==> src/cfr_defs.svh <==
`ifndef CFR_DEFS_SVH
`define CFR_DEFS_SVH
// register offsets on the control port
`define CFR_ADDR_DAC_FAULT_CONFIG 8'h43
`define CFR_ADDR_OVERLOAD_MUTE_CONFIG 8'h4B
`define CFR_ADDR_ADC_POWER_TUNING 8'h4E
`define CFR_ADDR_DAC_POWER_TUNING 8'h4F
// reset values
`define CFR_RST_DAC_FAULT_CONFIG 8'h50
`define CFR_RST_OVERLOAD_MUTE_CONFIG 8'h00
`define CFR_RST_ADC_POWER_TUNING 8'h00
`define CFR_RST_DAC_POWER_TUNING 8'h00
// writable bits of each register
`define CFR_RW_DAC_FAULT_CONFIG 8'h77
`define CFR_RW_OVERLOAD_MUTE_CONFIG 8'h18
`define CFR_RW_ADC_POWER_TUNING 8'hE4
`define CFR_RW_DAC_POWER_TUNING 8'hA6
// dac_fault_config fields
`define CFR_POLICY_MSB 6
`define CFR_POLICY_LSB 5
`define CFR_RECOVERY_BIT 4
`define CFR_STATUS_BIT 3
`define CFR_EXEMPT_BIT 2
`define CFR_DETECT_OFF_BIT 1
`define CFR_ANALOG_REGULATOR_OFF_BIT 0
// overload_mute_config fields
`define CFR_CH1_MUTE_BIT 4
`define CFR_CH2_MUTE_BIT 3
// adc_power_tuning fields
`define CFR_ADC_HALVE_BIT 7
`define CFR_ADC_ORDER_BIT 6
`define CFR_ADC_FIR_BIT 5
`define CFR_ADC_LP_BIT 2
// dac_power_tuning fields
`define CFR_DAC_HALVE_BIT 7
`define CFR_DAC_FIRSEG_BIT 5
`define CFR_DAC_LP_BIT 2
`define CFR_DAC_IREF_BIT 1
`endif

==> src/cfr_pkg.sv <==
package cfr_pkg;
    // power-down policy on dac driver faults
    typedef enum logic [1:0] {
        CFR_PD_IGNORE = 2'b00,
        CFR_PD_UNMASKED = 2'b01,
        CFR_PD_ANY = 2'b10,
        CFR_PD_RESERVED = 2'b11
    } cfr_pd_policy_e;
    // per-channel power state
    typedef enum logic {
        CFR_CH_POWERED = 1'b0,
        CFR_CH_HELD_DOWN = 1'b1
    } cfr_ch_state_e;
    // one register byte
    typedef logic [7:0] cfr_byte_t;
endpackage

==> src/cfr_fault_if.sv <==
`timescale 1ns/1ps
interface cfr_fault_if;
    import cfr_pkg::*;
    cfr_pd_policy_e policy; // power-down policy
    logic recovery_manual; // 1: hold down until software writes
    logic exempt; // skip gate-voltage faults during power-up
    logic detect_off; // ignore driver faults
    logic release_req; // pulse: software wrote the fault register
    logic [1:0] vg_fault; // filtered gate-voltage faults
    logic [1:0] sc_fault; // filtered short-circuit faults
    logic [1:0] powering_up; // channels in power-up
    logic [1:0] fault_mask; // 1: fault masked
    logic [1:0] powerdown; // channels held down
    modport regs (output policy, output recovery_manual, output exempt, output detect_off,
                  output release_req, output vg_fault, output sc_fault, output powering_up,
                  output fault_mask, input powerdown);
    modport ctl (input policy, input recovery_manual, input exempt, input detect_off,
                 input release_req, input vg_fault, input sc_fault, input powering_up,
                 input fault_mask, output powerdown);
endinterface

==> src/cfr_regs.sv <==
`timescale 1ns/1ps
`include "cfr_defs.svh"
module cfr_regs
    import cfr_pkg::*;
(
    // clock and reset
    input wire logic clk_sys_i,
    input wire logic srst_i,
    // register port from the control interface
    input wire logic [7:0] reg_addr_i,
    input wire logic [7:0] reg_wdata_i,
    input wire logic reg_wr_i,
    input wire logic reg_rd_i,
    output logic [7:0] reg_rdata_o,
    // analog fault detectors, asynchronous
    input wire logic [1:0] dac_gate_fault_i,
    input wire logic [1:0] dac_short_fault_i,
    input wire logic analog_regulator_short_i,
    input wire logic [1:0] adc_overload_recovery_i,
    // on-chip dac status, same clock
    input wire logic [1:0] dac_powering_up_i,
    input wire logic [1:0] dac_fault_mask_i,
    // fault results
    output logic [1:0] dac_powerdown_o,
    output logic analog_regulator_short_flag_o,
    output logic [1:0] adc_mute_o,
    // adc power tuning
    output logic adc_modclk_halve_o,
    output logic adc_decim_order_sel_o,
    output logic adc_fir_skip_o,
    output logic adc_lowpower_filter_o,
    // dac power tuning
    output logic dac_modclk_halve_o,
    output logic dac_fir_segmenter_skip_o,
    output logic dac_lowpower_filter_o,
    output logic dac_refcurrent_sel_o
);
    // merge written data into the writable bits only
    function automatic cfr_byte_t merge_rw(input cfr_byte_t old_v, input cfr_byte_t wr_v, input cfr_byte_t rw_m);
        merge_rw = (wr_v & rw_m) | (old_v & ~rw_m);
    endfunction

    // synchroniser chain for the asynchronous detector lines
    logic [6:0] sync_a; // first stage, read only by sync_b
    logic [6:0] sync_b; // second stage
    logic [6:0] sync_c; // third stage
    logic [6:0] filt; // accepted level, moves when b and c agree
    logic [6:0] raw_in; // packed detector inputs
    logic [6:0] agree; // b and c match

    // register storage, only writable bits ever become one
    cfr_byte_t dac_fault_config;
    cfr_byte_t overload_mute_config;
    cfr_byte_t adc_power_tuning;
    cfr_byte_t dac_power_tuning;

    // write strobes per register
    logic wr_fault;
    logic wr_mute;
    logic wr_adc_tune;
    logic wr_dac_tune;
    cfr_byte_t rd_mux; // read data before the output flop
    cfr_byte_t fault_view; // fault register as software sees it
    logic status_flag; // any channel held down

    // filtered detector levels
    logic [1:0] vg_f;
    logic [1:0] sc_f;
    logic analog_regulator_f;
    logic [1:0] ovl_f;

    cfr_fault_if flt_bus ();

    // pack inputs; order is fixed so the filter indexes line up
    assign raw_in = {adc_overload_recovery_i, analog_regulator_short_i, dac_short_fault_i, dac_gate_fault_i};
    assign agree = ~(sync_b ^ sync_c);

    // three-flop chain; a glitch seen by only one stage is dropped
    always_ff @(posedge clk_sys_i)
    begin
        if (srst_i)
        begin
            sync_a <= 7'h00;
            sync_b <= 7'h00;
            sync_c <= 7'h00;
            filt <= 7'h00;
        end
        else
        begin
            sync_a <= raw_in;
            sync_b <= sync_a;
            sync_c <= sync_b;
            filt <= (agree & sync_c) | (~agree & filt);
        end
    end

    assign vg_f = filt[1:0];
    assign sc_f = filt[3:2];
    assign analog_regulator_f = filt[4];
    assign ovl_f = filt[6:5];

    // address decode for writes
    assign wr_fault = reg_wr_i && (reg_addr_i == `CFR_ADDR_DAC_FAULT_CONFIG);
    assign wr_mute = reg_wr_i && (reg_addr_i == `CFR_ADDR_OVERLOAD_MUTE_CONFIG);
    assign wr_adc_tune = reg_wr_i && (reg_addr_i == `CFR_ADDR_ADC_POWER_TUNING);
    assign wr_dac_tune = reg_wr_i && (reg_addr_i == `CFR_ADDR_DAC_POWER_TUNING);

    // register writes; read-only and reserved bits are never stored
    always_ff @(posedge clk_sys_i)
    begin
        if (srst_i)
        begin
            dac_fault_config <= `CFR_RST_DAC_FAULT_CONFIG;
            overload_mute_config <= `CFR_RST_OVERLOAD_MUTE_CONFIG;
            adc_power_tuning <= `CFR_RST_ADC_POWER_TUNING;
            dac_power_tuning <= `CFR_RST_DAC_POWER_TUNING;
        end
        else
        begin
            if (wr_fault)
                dac_fault_config <= merge_rw(dac_fault_config, reg_wdata_i, `CFR_RW_DAC_FAULT_CONFIG);
            if (wr_mute)
                overload_mute_config <= merge_rw(overload_mute_config, reg_wdata_i, `CFR_RW_OVERLOAD_MUTE_CONFIG);
            if (wr_adc_tune)
                adc_power_tuning <= merge_rw(adc_power_tuning, reg_wdata_i, `CFR_RW_ADC_POWER_TUNING);
            if (wr_dac_tune)
                dac_power_tuning <= merge_rw(dac_power_tuning, reg_wdata_i, `CFR_RW_DAC_POWER_TUNING);
        end
    end

    // live status bit overlays the stored fault register
    assign status_flag = |flt_bus.powerdown;
    assign fault_view = (dac_fault_config & `CFR_RW_DAC_FAULT_CONFIG) |
        {4'h0, status_flag, 3'h0};

    // read select; unmapped addresses and reserved bits read zero
    assign rd_mux = (reg_addr_i == `CFR_ADDR_DAC_FAULT_CONFIG) ? fault_view :
        (reg_addr_i == `CFR_ADDR_OVERLOAD_MUTE_CONFIG) ? (overload_mute_config & `CFR_RW_OVERLOAD_MUTE_CONFIG) :
        (reg_addr_i == `CFR_ADDR_ADC_POWER_TUNING) ? (adc_power_tuning & `CFR_RW_ADC_POWER_TUNING) :
        (reg_addr_i == `CFR_ADDR_DAC_POWER_TUNING) ? (dac_power_tuning & `CFR_RW_DAC_POWER_TUNING) : 8'h00;

    // read data register, holds between reads
    always_ff @(posedge clk_sys_i)
    begin
        if (srst_i)
            reg_rdata_o <= 8'h00;
        else if (reg_rd_i)
            reg_rdata_o <= rd_mux;
    end

    // fault controller hookup
    assign flt_bus.policy = cfr_pd_policy_e'(dac_fault_config[`CFR_POLICY_MSB:`CFR_POLICY_LSB]);
    assign flt_bus.recovery_manual = dac_fault_config[`CFR_RECOVERY_BIT];
    assign flt_bus.exempt = dac_fault_config[`CFR_EXEMPT_BIT];
    assign flt_bus.detect_off = dac_fault_config[`CFR_DETECT_OFF_BIT];
    // any write to the fault register releases manually held channels whose fault is gone
    assign flt_bus.release_req = wr_fault;
    assign flt_bus.vg_fault = vg_f;
    assign flt_bus.sc_fault = sc_f;
    assign flt_bus.powering_up = dac_powering_up_i;
    assign flt_bus.fault_mask = dac_fault_mask_i;

    cfr_fault_pd i_cfr_fault_pd (
        .clk_sys_i(clk_sys_i),
        .srst_i(srst_i),
        .flt(flt_bus)
    );

    assign dac_powerdown_o = flt_bus.powerdown;
    // regulator short flag, gated by its own detect switch
    assign analog_regulator_short_flag_o = analog_regulator_f && !dac_fault_config[`CFR_ANALOG_REGULATOR_OFF_BIT];
    // overload-recovery mutes, one enable per channel
    assign adc_mute_o[0] = ovl_f[0] && overload_mute_config[`CFR_CH1_MUTE_BIT];
    assign adc_mute_o[1] = ovl_f[1] && overload_mute_config[`CFR_CH2_MUTE_BIT];

    // power-tuning selections straight from their flops
    assign adc_modclk_halve_o = adc_power_tuning[`CFR_ADC_HALVE_BIT];
    assign adc_decim_order_sel_o = adc_power_tuning[`CFR_ADC_ORDER_BIT];
    assign adc_fir_skip_o = adc_power_tuning[`CFR_ADC_FIR_BIT];
    assign adc_lowpower_filter_o = adc_power_tuning[`CFR_ADC_LP_BIT];
    assign dac_modclk_halve_o = dac_power_tuning[`CFR_DAC_HALVE_BIT];
    assign dac_fir_segmenter_skip_o = dac_power_tuning[`CFR_DAC_FIRSEG_BIT];
    assign dac_lowpower_filter_o = dac_power_tuning[`CFR_DAC_LP_BIT];
    assign dac_refcurrent_sel_o = dac_power_tuning[`CFR_DAC_IREF_BIT];

    // status read reflects held channels of the previous cycle
    property p_status_read;
        @(posedge clk_sys_i) disable iff (srst_i)
        (reg_rd_i && reg_addr_i == `CFR_ADDR_DAC_FAULT_CONFIG) |=>
            (reg_rdata_o[`CFR_STATUS_BIT] == $past(|dac_powerdown_o));
    endproperty
    a_status_read: assert property (p_status_read) else $error("status bit does not match held channels");

    // reserved positions of the adc tuning register read zero, and bit 7 of the fault register
    property p_reserved_zero;
        @(posedge clk_sys_i) disable iff (srst_i)
        (reg_rd_i && reg_addr_i == `CFR_ADDR_ADC_POWER_TUNING) |=>
            ((reg_rdata_o & ~`CFR_RW_ADC_POWER_TUNING) == 8'h00);
    endproperty
    a_reserved_zero: assert property (p_reserved_zero) else $error("reserved adc tuning bit read nonzero");

    property p_fault_rsvd_zero;
        @(posedge clk_sys_i) disable iff (srst_i)
        (reg_rd_i && reg_addr_i == `CFR_ADDR_DAC_FAULT_CONFIG) |=> (reg_rdata_o[7] == 1'b0);
    endproperty
    a_fault_rsvd_zero: assert property (p_fault_rsvd_zero) else $error("fault register bit 7 read nonzero");

    // writing ones to read-only bits leaves no trace on readback
    property p_ro_write_ignored;
        @(posedge clk_sys_i) disable iff (srst_i)
        (wr_mute && reg_wdata_i == 8'hFF) ##2 (reg_rd_i && reg_addr_i == `CFR_ADDR_OVERLOAD_MUTE_CONFIG && !reg_wr_i)
            |=> (reg_rdata_o == 8'h18);
    endproperty
    a_ro_write_ignored: assert property (p_ro_write_ignored) else $error("read-only mute bits took a write");

    // writable tuning field follows a write on the next edge
    property p_adc_clk_write;
        @(posedge clk_sys_i) disable iff (srst_i)
        wr_adc_tune |=> (adc_modclk_halve_o == $past(reg_wdata_i[`CFR_ADC_HALVE_BIT]));
    endproperty
    a_adc_clk_write: assert property (p_adc_clk_write) else $error("adc clock halving not updated");

    property p_dac_iref_write;
        @(posedge clk_sys_i) disable iff (srst_i)
        wr_dac_tune |=> (dac_refcurrent_sel_o == $past(reg_wdata_i[`CFR_DAC_IREF_BIT]))
            && (dac_fir_segmenter_skip_o == $past(reg_wdata_i[`CFR_DAC_FIRSEG_BIT]));
    endproperty
    a_dac_iref_write: assert property (p_dac_iref_write) else $error("dac tuning fields not updated");

    // a steady overload level reaches the mute on the same edge the filter accepts it
    property p_ch1_mute;
        @(posedge clk_sys_i) disable iff (srst_i)
        ($rose(adc_overload_recovery_i[0]) && overload_mute_config[`CFR_CH1_MUTE_BIT]) ##1
            (adc_overload_recovery_i[0] && overload_mute_config[`CFR_CH1_MUTE_BIT]) [*3] |=> adc_mute_o[0];
    endproperty
    a_ch1_mute: assert property (p_ch1_mute) else $error("ch1 not muted in overload recovery");

    property p_ch2_nomute;
        @(posedge clk_sys_i) disable iff (srst_i)
        !overload_mute_config[`CFR_CH2_MUTE_BIT] |-> !adc_mute_o[1];
    endproperty
    a_ch2_nomute: assert property (p_ch2_nomute) else $error("ch2 muted while mute disabled");

    // regulator flag stays low while its detector is switched off
    property p_analog_regulator_off;
        @(posedge clk_sys_i) disable iff (srst_i)
        dac_fault_config[`CFR_ANALOG_REGULATOR_OFF_BIT] |-> !analog_regulator_short_flag_o;
    endproperty
    a_analog_regulator_off: assert property (p_analog_regulator_off) else $error("regulator flag raised while disabled");

    // detection off: no new power-down from a powered channel
    property p_detect_off;
        @(posedge clk_sys_i) disable iff (srst_i)
        (dac_fault_config[`CFR_DETECT_OFF_BIT] && !dac_powerdown_o[0]) |=> !dac_powerdown_o[0];
    endproperty
    a_detect_off: assert property (p_detect_off) else $error("ch0 powered down with detection off");

    // policy zero never takes a powered channel down
    property p_policy_ignore;
        @(posedge clk_sys_i) disable iff (srst_i)
        (flt_bus.policy == CFR_PD_IGNORE && !dac_powerdown_o[1]) |=> !dac_powerdown_o[1];
    endproperty
    a_policy_ignore: assert property (p_policy_ignore) else $error("ch1 powered down under ignore policy");

    // exemption: gate fault during power-up alone keeps channel up
    property p_exempt;
        @(posedge clk_sys_i) disable iff (srst_i)
        (dac_fault_config[`CFR_EXEMPT_BIT] && dac_powering_up_i[0] && !sc_f[0] && !dac_powerdown_o[0])
            |=> !dac_powerdown_o[0];
    endproperty
    a_exempt: assert property (p_exempt) else $error("gate fault powered ch0 down during exempt power-up");

    // auto recovery re-powers a channel once its fault is gone
    property p_auto_recover;
        @(posedge clk_sys_i) disable iff (srst_i)
        (!dac_fault_config[`CFR_RECOVERY_BIT] && dac_powerdown_o[0] && !vg_f[0] && !sc_f[0])
            |=> !dac_powerdown_o[0];
    endproperty
    a_auto_recover: assert property (p_auto_recover) else $error("ch0 not re-powered after fault cleared");
endmodule

==> src/cfr_fault_pd.sv <==
`timescale 1ns/1ps
module cfr_fault_pd
    import cfr_pkg::*;
(
    // clock and reset
    input wire logic clk_sys_i,
    input wire logic srst_i,
    // fault controls and power state
    cfr_fault_if.ctl flt
);
    cfr_ch_state_e state [2]; // per-channel state
    logic [1:0] live_fault; // detected fault now present
    logic [1:0] trip; // fault that the policy acts on
    logic [1:0] leave_ok; // conditions to re-power a channel
    logic policy_off; // policy ignores faults

    // detection gate and power-up exemption
    assign live_fault = {2{~flt.detect_off}} &
        (flt.sc_fault | (flt.vg_fault & ~({2{flt.exempt}} & flt.powering_up)));
    // unmasked-only or any fault, reserved code acts as ignore
    assign trip = (flt.policy == CFR_PD_ANY) ? live_fault :
        (flt.policy == CFR_PD_UNMASKED) ? (live_fault & ~flt.fault_mask) : 2'b00;
    assign policy_off = (flt.policy == CFR_PD_IGNORE) || (flt.policy == CFR_PD_RESERVED);
    // auto recovery on fault gone, manual waits for a software write
    assign leave_ok = ~live_fault & (flt.recovery_manual ? {2{flt.release_req}} : 2'b11);

    // channel state machines; a fresh trip wins over recovery
    always_ff @(posedge clk_sys_i)
    begin
        for (int i = 0; i < 2; i++)
        begin
            if (srst_i)
                state[i] <= CFR_CH_POWERED;
            else
                case (state[i])
                    CFR_CH_POWERED: if (trip[i]) state[i] <= CFR_CH_HELD_DOWN;
                    CFR_CH_HELD_DOWN: if (!trip[i] && (leave_ok[i] || policy_off)) state[i] <= CFR_CH_POWERED;
                    default: state[i] <= CFR_CH_POWERED;
                endcase
        end
    end

    assign flt.powerdown = {state[1] == CFR_CH_HELD_DOWN, state[0] == CFR_CH_HELD_DOWN};

    property p_manual_hold;
        @(posedge clk_sys_i) disable iff (srst_i)
        (flt.recovery_manual && !flt.release_req && !policy_off && flt.powerdown[0]) |=> flt.powerdown[0];
    endproperty
    a_manual_hold: assert property (p_manual_hold) else $error("manual recovery released ch0 early");

    property p_trip_down;
        @(posedge clk_sys_i) disable iff (srst_i)
        (flt.policy == CFR_PD_ANY && !flt.detect_off && flt.sc_fault[1]) |=> flt.powerdown[1];
    endproperty
    a_trip_down: assert property (p_trip_down) else $error("short fault did not power ch1 down");
endmodule

==> config.mk <==
export PLATFORM = sky130hd
export DESIGN_NAME = cfr_regs
export DESIGN_NICKNAME = d
export VERILOG_FILES = /design/src/cfr_pkg.sv /design/src/cfr_fault_if.sv /design/src/cfr_regs.sv /design/src/cfr_fault_pd.sv
export VERILOG_INCLUDE_DIRS = /design/src
export SDC_FILE = /design/constraint.sdc
export NUM_CORES = 1
export LEC_CHECK = 0
export BUFFER_PORTS_ARGS = -buffer_cell sky130_fd_sc_hd__buf_2
export CAP_MARGIN = 20
export CORE_MARGIN = 8
export CORE_UTILIZATION = 30
export CTS_CLUSTER_SIZE = 12
export DETAILED_ROUTE_END_ITERATION = 8
export GPL_TIMING_DRIVEN = 1
export HOLD_SLACK_MARGIN = 0.1
export PLACE_DENSITY = 0.48
export SYNTH_ARGS = -nofsm -noshare
export SYNTH_HDL_FRONTEND = slang
export SYNTH_SLANG_ARGS = --single-unit
==> constraint.sdc <==
create_clock -name clk_sys_i -period 4.5 [get_ports clk_sys_i]
set_input_delay 0.225 -clock clk_sys_i [delete_from_list [all_inputs] [get_ports clk_sys_i]]
set_output_delay 0.225 -clock clk_sys_i [all_outputs]
set_load 0.05 [all_outputs]
# Word level (Yosys, flattened, before mapping)
# Memories as Yosys holds them, arrays and structs flattened.
# Index checks and enable logic that the tools add are counted.
# classes
eq_ne	7
reduce_logical	17
bitwise_logic	25
n_mux	29
# op_table
cell	count
== test 8 x 7 -> 1 bit, second input constant	4
2-to-1 mux 8 bit	4
2-to-1 mux 1 bit	22
bitwise AND 7 bit	2
NOT 7 bit	2
bitwise AND 2 bit	5
logical AND 1 bit	9
OR 5 x 8 -> 8 bit	1
OR 7 x 8 -> 8 bit	1
OR 8 x 5 -> 8 bit	1
OR 8 x 7 -> 8 bit	1
OR 7 x 4 -> 7 bit	1
OR 7 bit	1
bitwise XOR 7 bit	1
2-to-1 mux 2 bit	3
NOT 2 bit	3
== test 2 bit, second input constant	2
OR 1 bit	4
logical NOT 1 bit	3
logical OR 1 bit	3
== test 2 x 1 -> 1 bit, second input constant	1
logical NOT 2 bit	1
OR 2 bit	1
OR reduction 2 bit	1
NOT 1 bit	1
# word_totals
memories	1
ramBits	2
wordCells	88
reg_bits	68
output_inout_bits	21
inputBits	31
# mem_list
name	words	width	read_ports	rd_ports_with_merged_regs	write_ports	line	rtl
i_cfr_fault_pd.state	2	1	2	0	2	cfr_fault_pd.sv:11	cfr_ch_state_e state [2];

# Longest topological paths before layout
# Gate-level depths: netlist of run 1.
# depth
depth_word	15
ltp_mapped	6
ltp_nobuf	6

# By module
# From an unflattened synthesis of run 1, not the netlist that was laid out.
# unflattened
hier_cells	224
hier_area_um2	2128.3
# by_module_without_submodules
mod	instances	area_per_inst_um2	seq_area_each_um2	cells_each
cfr_regs	1	1896.8	1041.0	197
cfr_fault_pd	1	231.5	60.1	27

# Worst setup path after synthesis of run 1
# OpenSTA, ideal clock, no wires.
# synth_timing
path_kind	input port to flip-flop
start	in reg_addr_i[3]
end	mem i_cfr_fault_pd.state[0] in the netlist's numbering (enable)
slack_ps	2872
required_ps	4207
cell_stages	5
path_buffers	1
setup_ps	293
t_arrival_ps	1335
cell_sequence	buf_6 > or3b_4 > nor3_4 > nand2b_1 > a311o_1
# synth_rtl
item	line	rtl
start: declaration	cfr_regs.sv:10	input wire logic [7:0] reg_addr_i,
end: declaration	cfr_fault_pd.sv:11	

==> impl_metrics.toml, run 1 <==
[outcome]
outcome = "complete, no violations"

[routing]
drt_iter0_drc = 78
first_pass_iters = 4
vias_per_cell = 4.40
num_vias = 1578
drc = 0
wl_per_cell_um = 13.1
final_antenna_net_count = 0
drt-total-wl_um = 4710

[floorplanning]
pin_count = 52
core_um2 = 6830
rows = 30
die-height_um = 100
initial_utilization_pct = 31.0
dieArea_um2 = 10000
die-width_um = 100

[run]
maxCapViolCount = 0

[clock_tree]
h-tree-depth = 2
cts_resized = 0
clk_pin_slew_worst_paths_ps = 100
holdBufCountCts = 0
cts_buffers = 5
cts_buffer_depth = 2
clock_latency_ps = 310
cts_root_buf = "clkbuf_8"
postCtsSetupBuffers = 0
cts.sinks = 54
cts_tree = "yes"

[finish]
area_delta_synth_final_pct = 20.9
final_common_cell = "dfxtp_1"
design_area_um2 = 2560
fin_nets = 295
mostFrequentLayoutCells = "dfxtp_1 (52), buf_2 (51), nor2b_1 (24), mux2i_1 (16), nor2_1 (16)"
n_antenna_cell = 0
drive_gt1_share_pct = 25.5

[critical_path]
start_kind = "register"
crit_required_ps = 4570
cp_num_buf_inv = 1
slowest_delay_ps = 380
reg2reg_from = "dac_fault_config[6]"
r2r_slack_ps = 2780
worstSetupPathType = "register to register"
cp-end-kind = "register"
critPathMaxFanout = 3
ff2ff_path_depth = 6
cp_slowest_cell = "dfxtp_1"
r2r-end = "i_cfr_fault_pd.state[1]"
cp_top_family = "compound AO/OA/AOI/OAI gates"
worstPathArrival_ps = 1790
path_cells = "inv_1 -> ha_1 -> nor2b_1 -> o221ai_1 -> mux2i_1 -> a311o_1"

[timing]
final.setup.tns_ps = 0
worstMarginPinSlew_ps = 508
final.setup.worst_slack_ps = 2780
worst_slew_margin_rel_pct = 66.1
drv_slew = 0
rsz0062_at_grt = "no"
fin_crit_sh_pct = 38.3
setup_viol = 0
hold_viol = 0
fin_skew_ps = 9.35
clock.fmax_mhz = 581
final.min_clock_period_ps = 1720

[global_routing]
grt_use_total_pct = 9.75
grt_pass1_wl_um = 7700
first_global_vias = 1551
gr-total-overflow = 0
grt_max_degree = 30
antenna_found_initial = 0

[synthesis]
synth_edf_count = 2
yosys_warnings = 0
syn_area_um2 = 2120
ys_seq_area_share_pct = 52.0
synthDistinctLibCells = 36
ys_ff_latch = 54
syn_inst = 213
synth_top_area_share_pct = 49.1
syn_nets = 246
avgSynthCellArea_um2 = 9.94
synthTopCellsByArea = "dfxtp_1 (49%), mux2i_1 (7.6%), nor2b_1 (7.1%), a21oi_1 (3.3%), edfxtp_1 (2.8%)"
synthArstFlopShare_pct = 0
yosysTopAreaCell = "dfxtp_1"
ys_dominant_reg_cell = "dfxtp_1"

[place]
dp_hpwl_um = 3540
dp_slack_ps = 2640
port_buffers = 51
place_area_um2 = 2450
place_congestion = 0.745

[pwr]
peakVddDrop_uv = 153
power_uw = 870
powerDensity_nw_per_um2 = 340
leakage_uw = 0.00104

[hold_path]
hp-start = "dac_gate_fault_i[0]"
hp-class = "input port to register"
holdPathEnd = "sync_a[0]"
holdPathStages = 2
## routing by layer
layer  track usage (%)  routed length, um  vias up
li1                  -                  -      831
met1              12.1               2270      710
met2              15.2               2120       30
met3              3.11                266        7
met4              3.84                 57        0
met5                 0                  0        -
## stage by stage
step | utilization, % | hold WS, ps | cells
3_5_place_dp | 35.8 | 420 | 351
5_1_grt | 37.5 | 103 | 359
4_1_cts | 37.5 | 110 | 359
2_1_floorplan | - | 346 | 213
6_report | 37.5 | 119 | 359
3_3_place_gp | 35.8 | 415 | 351
## worst max path at each step
stage	start	to	slack, ps	depth (start not counted)
floorplan	reg_addr_i[3]	i_cfr_fault_pd.state[0]	2870	5
global placement	reg_addr_i[2]	i_cfr_fault_pd.state[1]	2690	5
detailed placement	reg_addr_i[3]	i_cfr_fault_pd.state[1]	2640	5
CTS	dac_fault_config[6]	i_cfr_fault_pd.state[1]	2780	6
global route	dac_fault_config[6]	i_cfr_fault_pd.state[1]	2640	6
finish	dac_fault_config[6]	i_cfr_fault_pd.state[1]	2780	6
## worst register-to-register path: cells and delay by family (launching register included)
family                     cells  cell delay, ps
AOI/OAI and AO/OA              2             590
DFF                            1             380
adders and majority gates      1             200
and+or+nand+nor                1             130
muxes                          1             120
buffers and inverters          1              70
## kinds of logic (layout without fill, tap and decap cells)
logic type | Yosys count | in the layout | synth area share [%]
simple gates | 84 | 84 | 22.9
flops | 54 | 54 | 52.0
compound gates | 39 | 39 | 11.8
mux | 18 | 18 | 8.62
buf+inv | 16 | 66 | 3.54
fa+ha+maj | 2 | 2 | 1.18
## synth_stat cells, types with 2 or more instances
cell type  instances
nand2_1           13
nor2b_1           24
o21ai_0           10
edfxtp_1           2
nand2b_1           8
nand3_1            5
o221ai_1           2
clkbuf_1           6
ha_1               2
nor3_1             3
inv_1              6
a22oi_1            2
and2_1             4
mux2i_1           16
o32ai_1            2
a311o_1            2
a21oi_1           14
mux2_2             2
nand4_1            3
dfxtp_1           52
a22o_1             3
nor2_1            16
buf_4              2
a21boi_0           2
## report_power, final
| part | switching (uW) | internal [uW] | total (uW) |
|---|---|---|---|
| combinational | 28.2 | 21.0 | 49.2 |
| clock | 162 | 166 | 328 |
| sequential | 3.87 | 489 | 493 |
| total | 194 | 676 | 870 |
## cell type report
class                   instances  area [um^2]
well taps                      96          120
fillers                       743         4270
repair buffers                 52          263
clock buffers                   5         68.8
flip-flops and latches         54         1100
inverters                       6         22.5
clock inverters                 3         43.8
multi-input cells             143          942
Power figures use the tool's default switching activity.
==> run 2, diff against run 1 <==
==> constraint.sdc (replaced) <==
create_clock -name clk_sys_i -period 1.66 [get_ports clk_sys_i]
set_input_delay 0.083 -clock clk_sys_i [delete_from_list [all_inputs] [get_ports clk_sys_i]]
set_output_delay 0.083 -clock clk_sys_i [all_outputs]
set_load 0.05 [all_outputs]
==> impl_metrics.toml, run 2 (synthesized netlist as in run 1, its figures left out) <==
[outcome]
outcome = "complete, no violations"

[global_routing]
grt_max_degree = 25
first_global_vias = 1688
grt_pass1_wl_um = 8050
gr-total-overflow = 0
antenna_found_initial = 0
grt_use_total_pct = 10.1

[run]
maxCapViolCount = 0

[critical_path]
cp_slowest_cell = "dfxtp_2"
cp_num_buf_inv = 1
crit_required_ps = 1740
worstSetupPathType = "register to register"
cp-end-kind = "register"
cp_top_family = "compound AO/OA/AOI/OAI gates"
start_kind = "register"
worstPathArrival_ps = 1630
critPathMaxFanout = 2
path_cells = "inv_1 -> ha_1 -> nor2b_1 -> o221ai_2 -> mux2i_1 -> a311o_1"
slowest_delay_ps = 330

[finish]
mostFrequentLayoutCells = "buf_2 (51), dfxtp_1 (50), nor2b_1 (24), mux2i_1 (16), nor2_1 (16)"
area_delta_synth_final_pct = 30.1
final_common_cell = "buf_2"
fin_util_pct = 40.3
finalNonFillerCells = 378
drive_gt1_share_pct = 26.6
fin_nets = 314
n_antenna_cell = 0

[floorplanning]
pin_count = 52
rows = 30
dieArea_um2 = 10000
die-height_um = 100
core_um2 = 6830
die-width_um = 100
initial_utilization_pct = 31.0

[timing]
final.min_clock_period_ps = 1550
holdWs_ps = 133
fin_skew_ps = 8.13
clock.fmax_mhz = 644
fin_crit_sh_pct = 93.5
final.setup.tns_ps = 0
drv_slew = 0
hold_viol = 0
worst_slew_margin_rel_pct = 70.8
worstMarginPinSlew_ps = 439
setup_viol = 0
rsz0062_at_grt = "no"

[routing]
drt-total-wl_um = 4920
first_pass_iters = 4
met2_length_um = 2260
num_vias = 1679
route.met3.wl_um = 354
vias_per_cell = 4.44
wl_per_cell_um = 13.0
drt_iter0_drc = 45
met1_length_um = 2240
topRoutingLayerUsed = "met4"
drc = 0
final_antenna_net_count = 0

[clock_tree]
cts_buffer_depth = 2
h-tree-depth = 2
cts_tree = "yes"
cts_root_buf = "clkbuf_8"
cts_buffers = 5
clock_latency_ps = 310
cts.sinks = 54
postCtsSetupBuffers = 0
clk_pin_slew_worst_paths_ps = 100

[pwr]
power_uw = 2390
leakage_uw = 0.00113
peakVddDrop_uv = 445
powerDensity_nw_per_um2 = 867

[hold_path]
hp-class = "input port to register"

[place]
place_congestion = 0.752
port_buffers = 51
dp_cells = 355
dp_hpwl_um = 3670
run 2: cell types whose count changed in the layout (fill, tap and decap cells not counted), sizes merged:
cell	change
clkinvlp	-1
clkinv	+1
dlygate4sd3	+15
buf	+4
run 2: path summary, 6_finish.rpt:
check	from	to	slack, ps	cells past startpoint
min	reg_addr_i[0]	reg_rdata_o[1]	130	3
min reg2reg	sync_a[6]	sync_b[6]	440	1
max	dac_fault_config[6]	i_cfr_fault_pd.state[0]	110	6
max reg2reg	dac_fault_config[6]	i_cfr_fault_pd.state[0]	110	6
run 2: cell type report:
class | instances | area (um^2)
clock buffer | 5 | 68.8
tap | 96 | 120
timing repair buffer | 71 | 443
fill | 731 | 4080
inverter | 6 | 22.5
multi-input combinational | 143 | 955
clock inverter | 3 | 43.8
sequential | 54 | 1100
run 2: power breakdown:
part | internal, uW | total, uW | switching, uW
Sequential | 1330 | 1340 | 10.1
Combinational | 81.7 | 164 | 82.1
Clock | 453 | 890 | 437
run 2: stage by stage:
stage,setup slack (ps),cell area [um^2]
after CTS,29.6,2740
after detailed placement,38.9,2480
after floorplan,106,2120
final,107,2760
after global placement,65.6,2480
after global routing,10.4,2760
run 2: worst register-to-register path, delay by kind of cell, from the launching register on:
kind / cells / cell delay [ps]
AO/OA/AOI/OAI: 2 / 530
buffers and inverters: 1 / 50
adder cells (fa/ha/maj): 1 / 180
flip-flops: 1 / 330
multiplexers: 1 / 110
AND/OR/NAND/NOR: 1 / 140
run 2: what timing repair did:
action | in CTS | in global routing
endpoints found under the setup margin | 0 | 2
hold endpoints to repair | 23 | 0
resized for setup | 0 | 4
hold buffers | 15 | 0
run 2: per-layer routing:
metal | track usage, % | vias up
met5 | 0 | -
met4 | 3.49 | 0
met3 | 3.67 | 7
met2 | 15.9 | 37
met1 | 12.3 | 764
li1 | - | 871
==> run 3, diff against run 2 <==
--- a/config.mk
+++ b/config.mk
@@ -8,13 +8,16 @@
 export LEC_CHECK = 0
 export BUFFER_PORTS_ARGS = -buffer_cell sky130_fd_sc_hd__buf_2
 export CAP_MARGIN = 20
+export CELL_PAD_IN_SITES_DETAIL_PLACEMENT = 1
+export CELL_PAD_IN_SITES_GLOBAL_PLACEMENT = 2
 export CORE_MARGIN = 8
-export CORE_UTILIZATION = 30
+export CORE_UTILIZATION = 29
 export CTS_CLUSTER_SIZE = 12
 export DETAILED_ROUTE_END_ITERATION = 8
 export GPL_TIMING_DRIVEN = 1
 export HOLD_SLACK_MARGIN = 0.1
-export PLACE_DENSITY = 0.48
+export PLACE_DENSITY = 0.73
+export REMOVE_ABC_BUFFERS = 1
 export SYNTH_ARGS = -nofsm -noshare
 export SYNTH_HDL_FRONTEND = slang
 export SYNTH_SLANG_ARGS = --single-unit
==> constraint.sdc (replaced) <==
create_clock -name clk_sys_i -period 1.38 [get_ports clk_sys_i]
set_input_delay 0.069 -clock clk_sys_i [delete_from_list [all_inputs] [get_ports clk_sys_i]]
set_output_delay 0.069 -clock clk_sys_i [all_outputs]
set_load 0.05 [all_outputs]
==> impl_metrics.toml, run 3 (synthesized netlist as in run 1, its figures left out) <==
[finish]
mostFrequentLayoutCells = "buf_2 (51), dfxtp_1 (50), nor2b_1 (22), buf_4 (22)"
final_common_cell = "buf_2"
drive_gt1_share_pct = 32.4
design_area_um2 = 2940
finalNonFillerCells = 398
area_delta_synth_final_pct = 38.8
n_antenna_cell = 0
fin_nets = 331

[critical_path]
cp-end-kind = "register"
crit_required_ps = 1410
start_kind = "register"
reg2reg_from = "dac_fault_config[6]"
critPathLaunch = "dac_fault_config[6]"
critPathMaxFanout = 2
ff2ff_path_depth = 6
worstSetupPathType = "register to register"
worstPathArrival_ps = 1490

[timing]
fin_crit_sh_pct = 106
worstMarginPinSlew_ps = 464
drv_slew = 0
fin_skew_ps = 8.90
clock.fmax_mhz = 685
final.min_clock_period_ps = 1460
rsz0062_at_grt = "yes"
final.setup.tns_ps = -139
hold_viol = 0
holdWs_ps = 146
worst_slew_margin_rel_pct = 69.1
final.setup.worst_slack_ps = -79.2
setup_viol = 2

[routing]
drc = 0
num_vias = 1777
first_pass_iters = 4
drt-total-wl_um = 5630
final_antenna_net_count = 0
vias_per_cell = 4.46
drt_iter0_drc = 43
wl_per_cell_um = 14.2

[outcome]
violations = "setup timing"
outcome = "finished with violations"

[pwr]
powerDensity_nw_per_um2 = 979
leakage_uw = 0.00121
peakVddDrop_uv = 506

[place]
port_buffers = 51
dp_cells = 373
dp_hpwl_um = 4190
place_congestion = 0.739
dp_slack_ps = -248
place_area_um2 = 2590

[global_routing]
grt_pass1_wl_um = 9010
gr-total-overflow = 0
grt_use_total_pct = 11.2
grt_max_degree = 24
antenna_found_initial = 0
first_global_vias = 1879

[clock_tree]
cts_buffers = 5
clock_latency_ps = 310
clk_pin_slew_worst_paths_ps = 100
cts_tree = "yes"
h-tree-depth = 2
cts_root_buf = "clkbuf_8"
cts.sinks = 54
cts_buffer_depth = 2

[hold_path]
holdPathStages = 3
hp-class = "input port to register"
hp-start = "reg_rd_i"

[floorplanning]
initial_utilization_pct = 29.5
rows = 31
core_um2 = 7180
dieArea_um2 = 10300
die-width_um = 101
die-height_um = 101
pin_count = 52

[run]
maxCapViolCount = 0
run 3: changes by cell type in the layout (fill, tap and decap cells not counted), moves of 2 or more:
cell,before,now
a21boi_0,2,0
buf_4,5,22
ha_1,2,0
ha_4,0,2
nor2b_1,24,22
nor2b_4,0,2
run 3: critical path, cell delays in order, from the launching register on:
cell	delay, ps
dfxtp_2	350
inv_2	50
ha_4	150
nor2b_4	130
o221ai_4	150
mux2i_1	220
a311o_1	150
run 3: cell type report:
cell class                 count  area, um^2
sequential                    54        1100
clock buffer                   6        72.6
clock inverter                 2        37.5
timing repair buffer          88         571
inverter                       6        22.5
multi-input combinational    143        1010
tap                           99         124
fill                         849        4240
run 3: per-stage QoR:
| step | util (%) | total power (uW) |
|---|---|---|
| floorplan | - | 1700 |
| global placement | 36.2 | 1820 |
| detailed placement | 36.2 | 1830 |
| CTS | 40.8 | 2930 |
| global route | 41.0 | 3010 |
| finish | 41.0 | 2880 |
run 3: worst paths after layout:
path,end,slack (ps)
min reg2reg,sync_b[6],450
max,i_cfr_fault_pd.state[0],-80
min,reg_rdata_o[4],150
max reg2reg,i_cfr_fault_pd.state[0],-80
run 3: power by group:
part	total [uW]	internal, uW	switching, uW
clock	1050	542	511
sequential	1610	1590	12.9
combinational	219	112	107
run 3: timing repair:
action | 4_1_cts | 5_1_grt
setup endpoints to repair | 4 | 3
pin swaps | 4 | 0
hold endpoints to repair | 23 | 0
hold buffers | 15 | 0
gates resized for setup | 14 | 3
setup buffers | 2 | 0
cloned | 0 | 0
run 3: metal layers:
metal / vias up / wire length, um / global-route usage [%]
li1: 903 / - / -
met1: 821 / 2640 / 13.2
met5: - / 0 / 0
met4: 0 / 39 / 3.09
met3: 4 / 391 / 3.99
met2: 49 / 2560 / 18.8
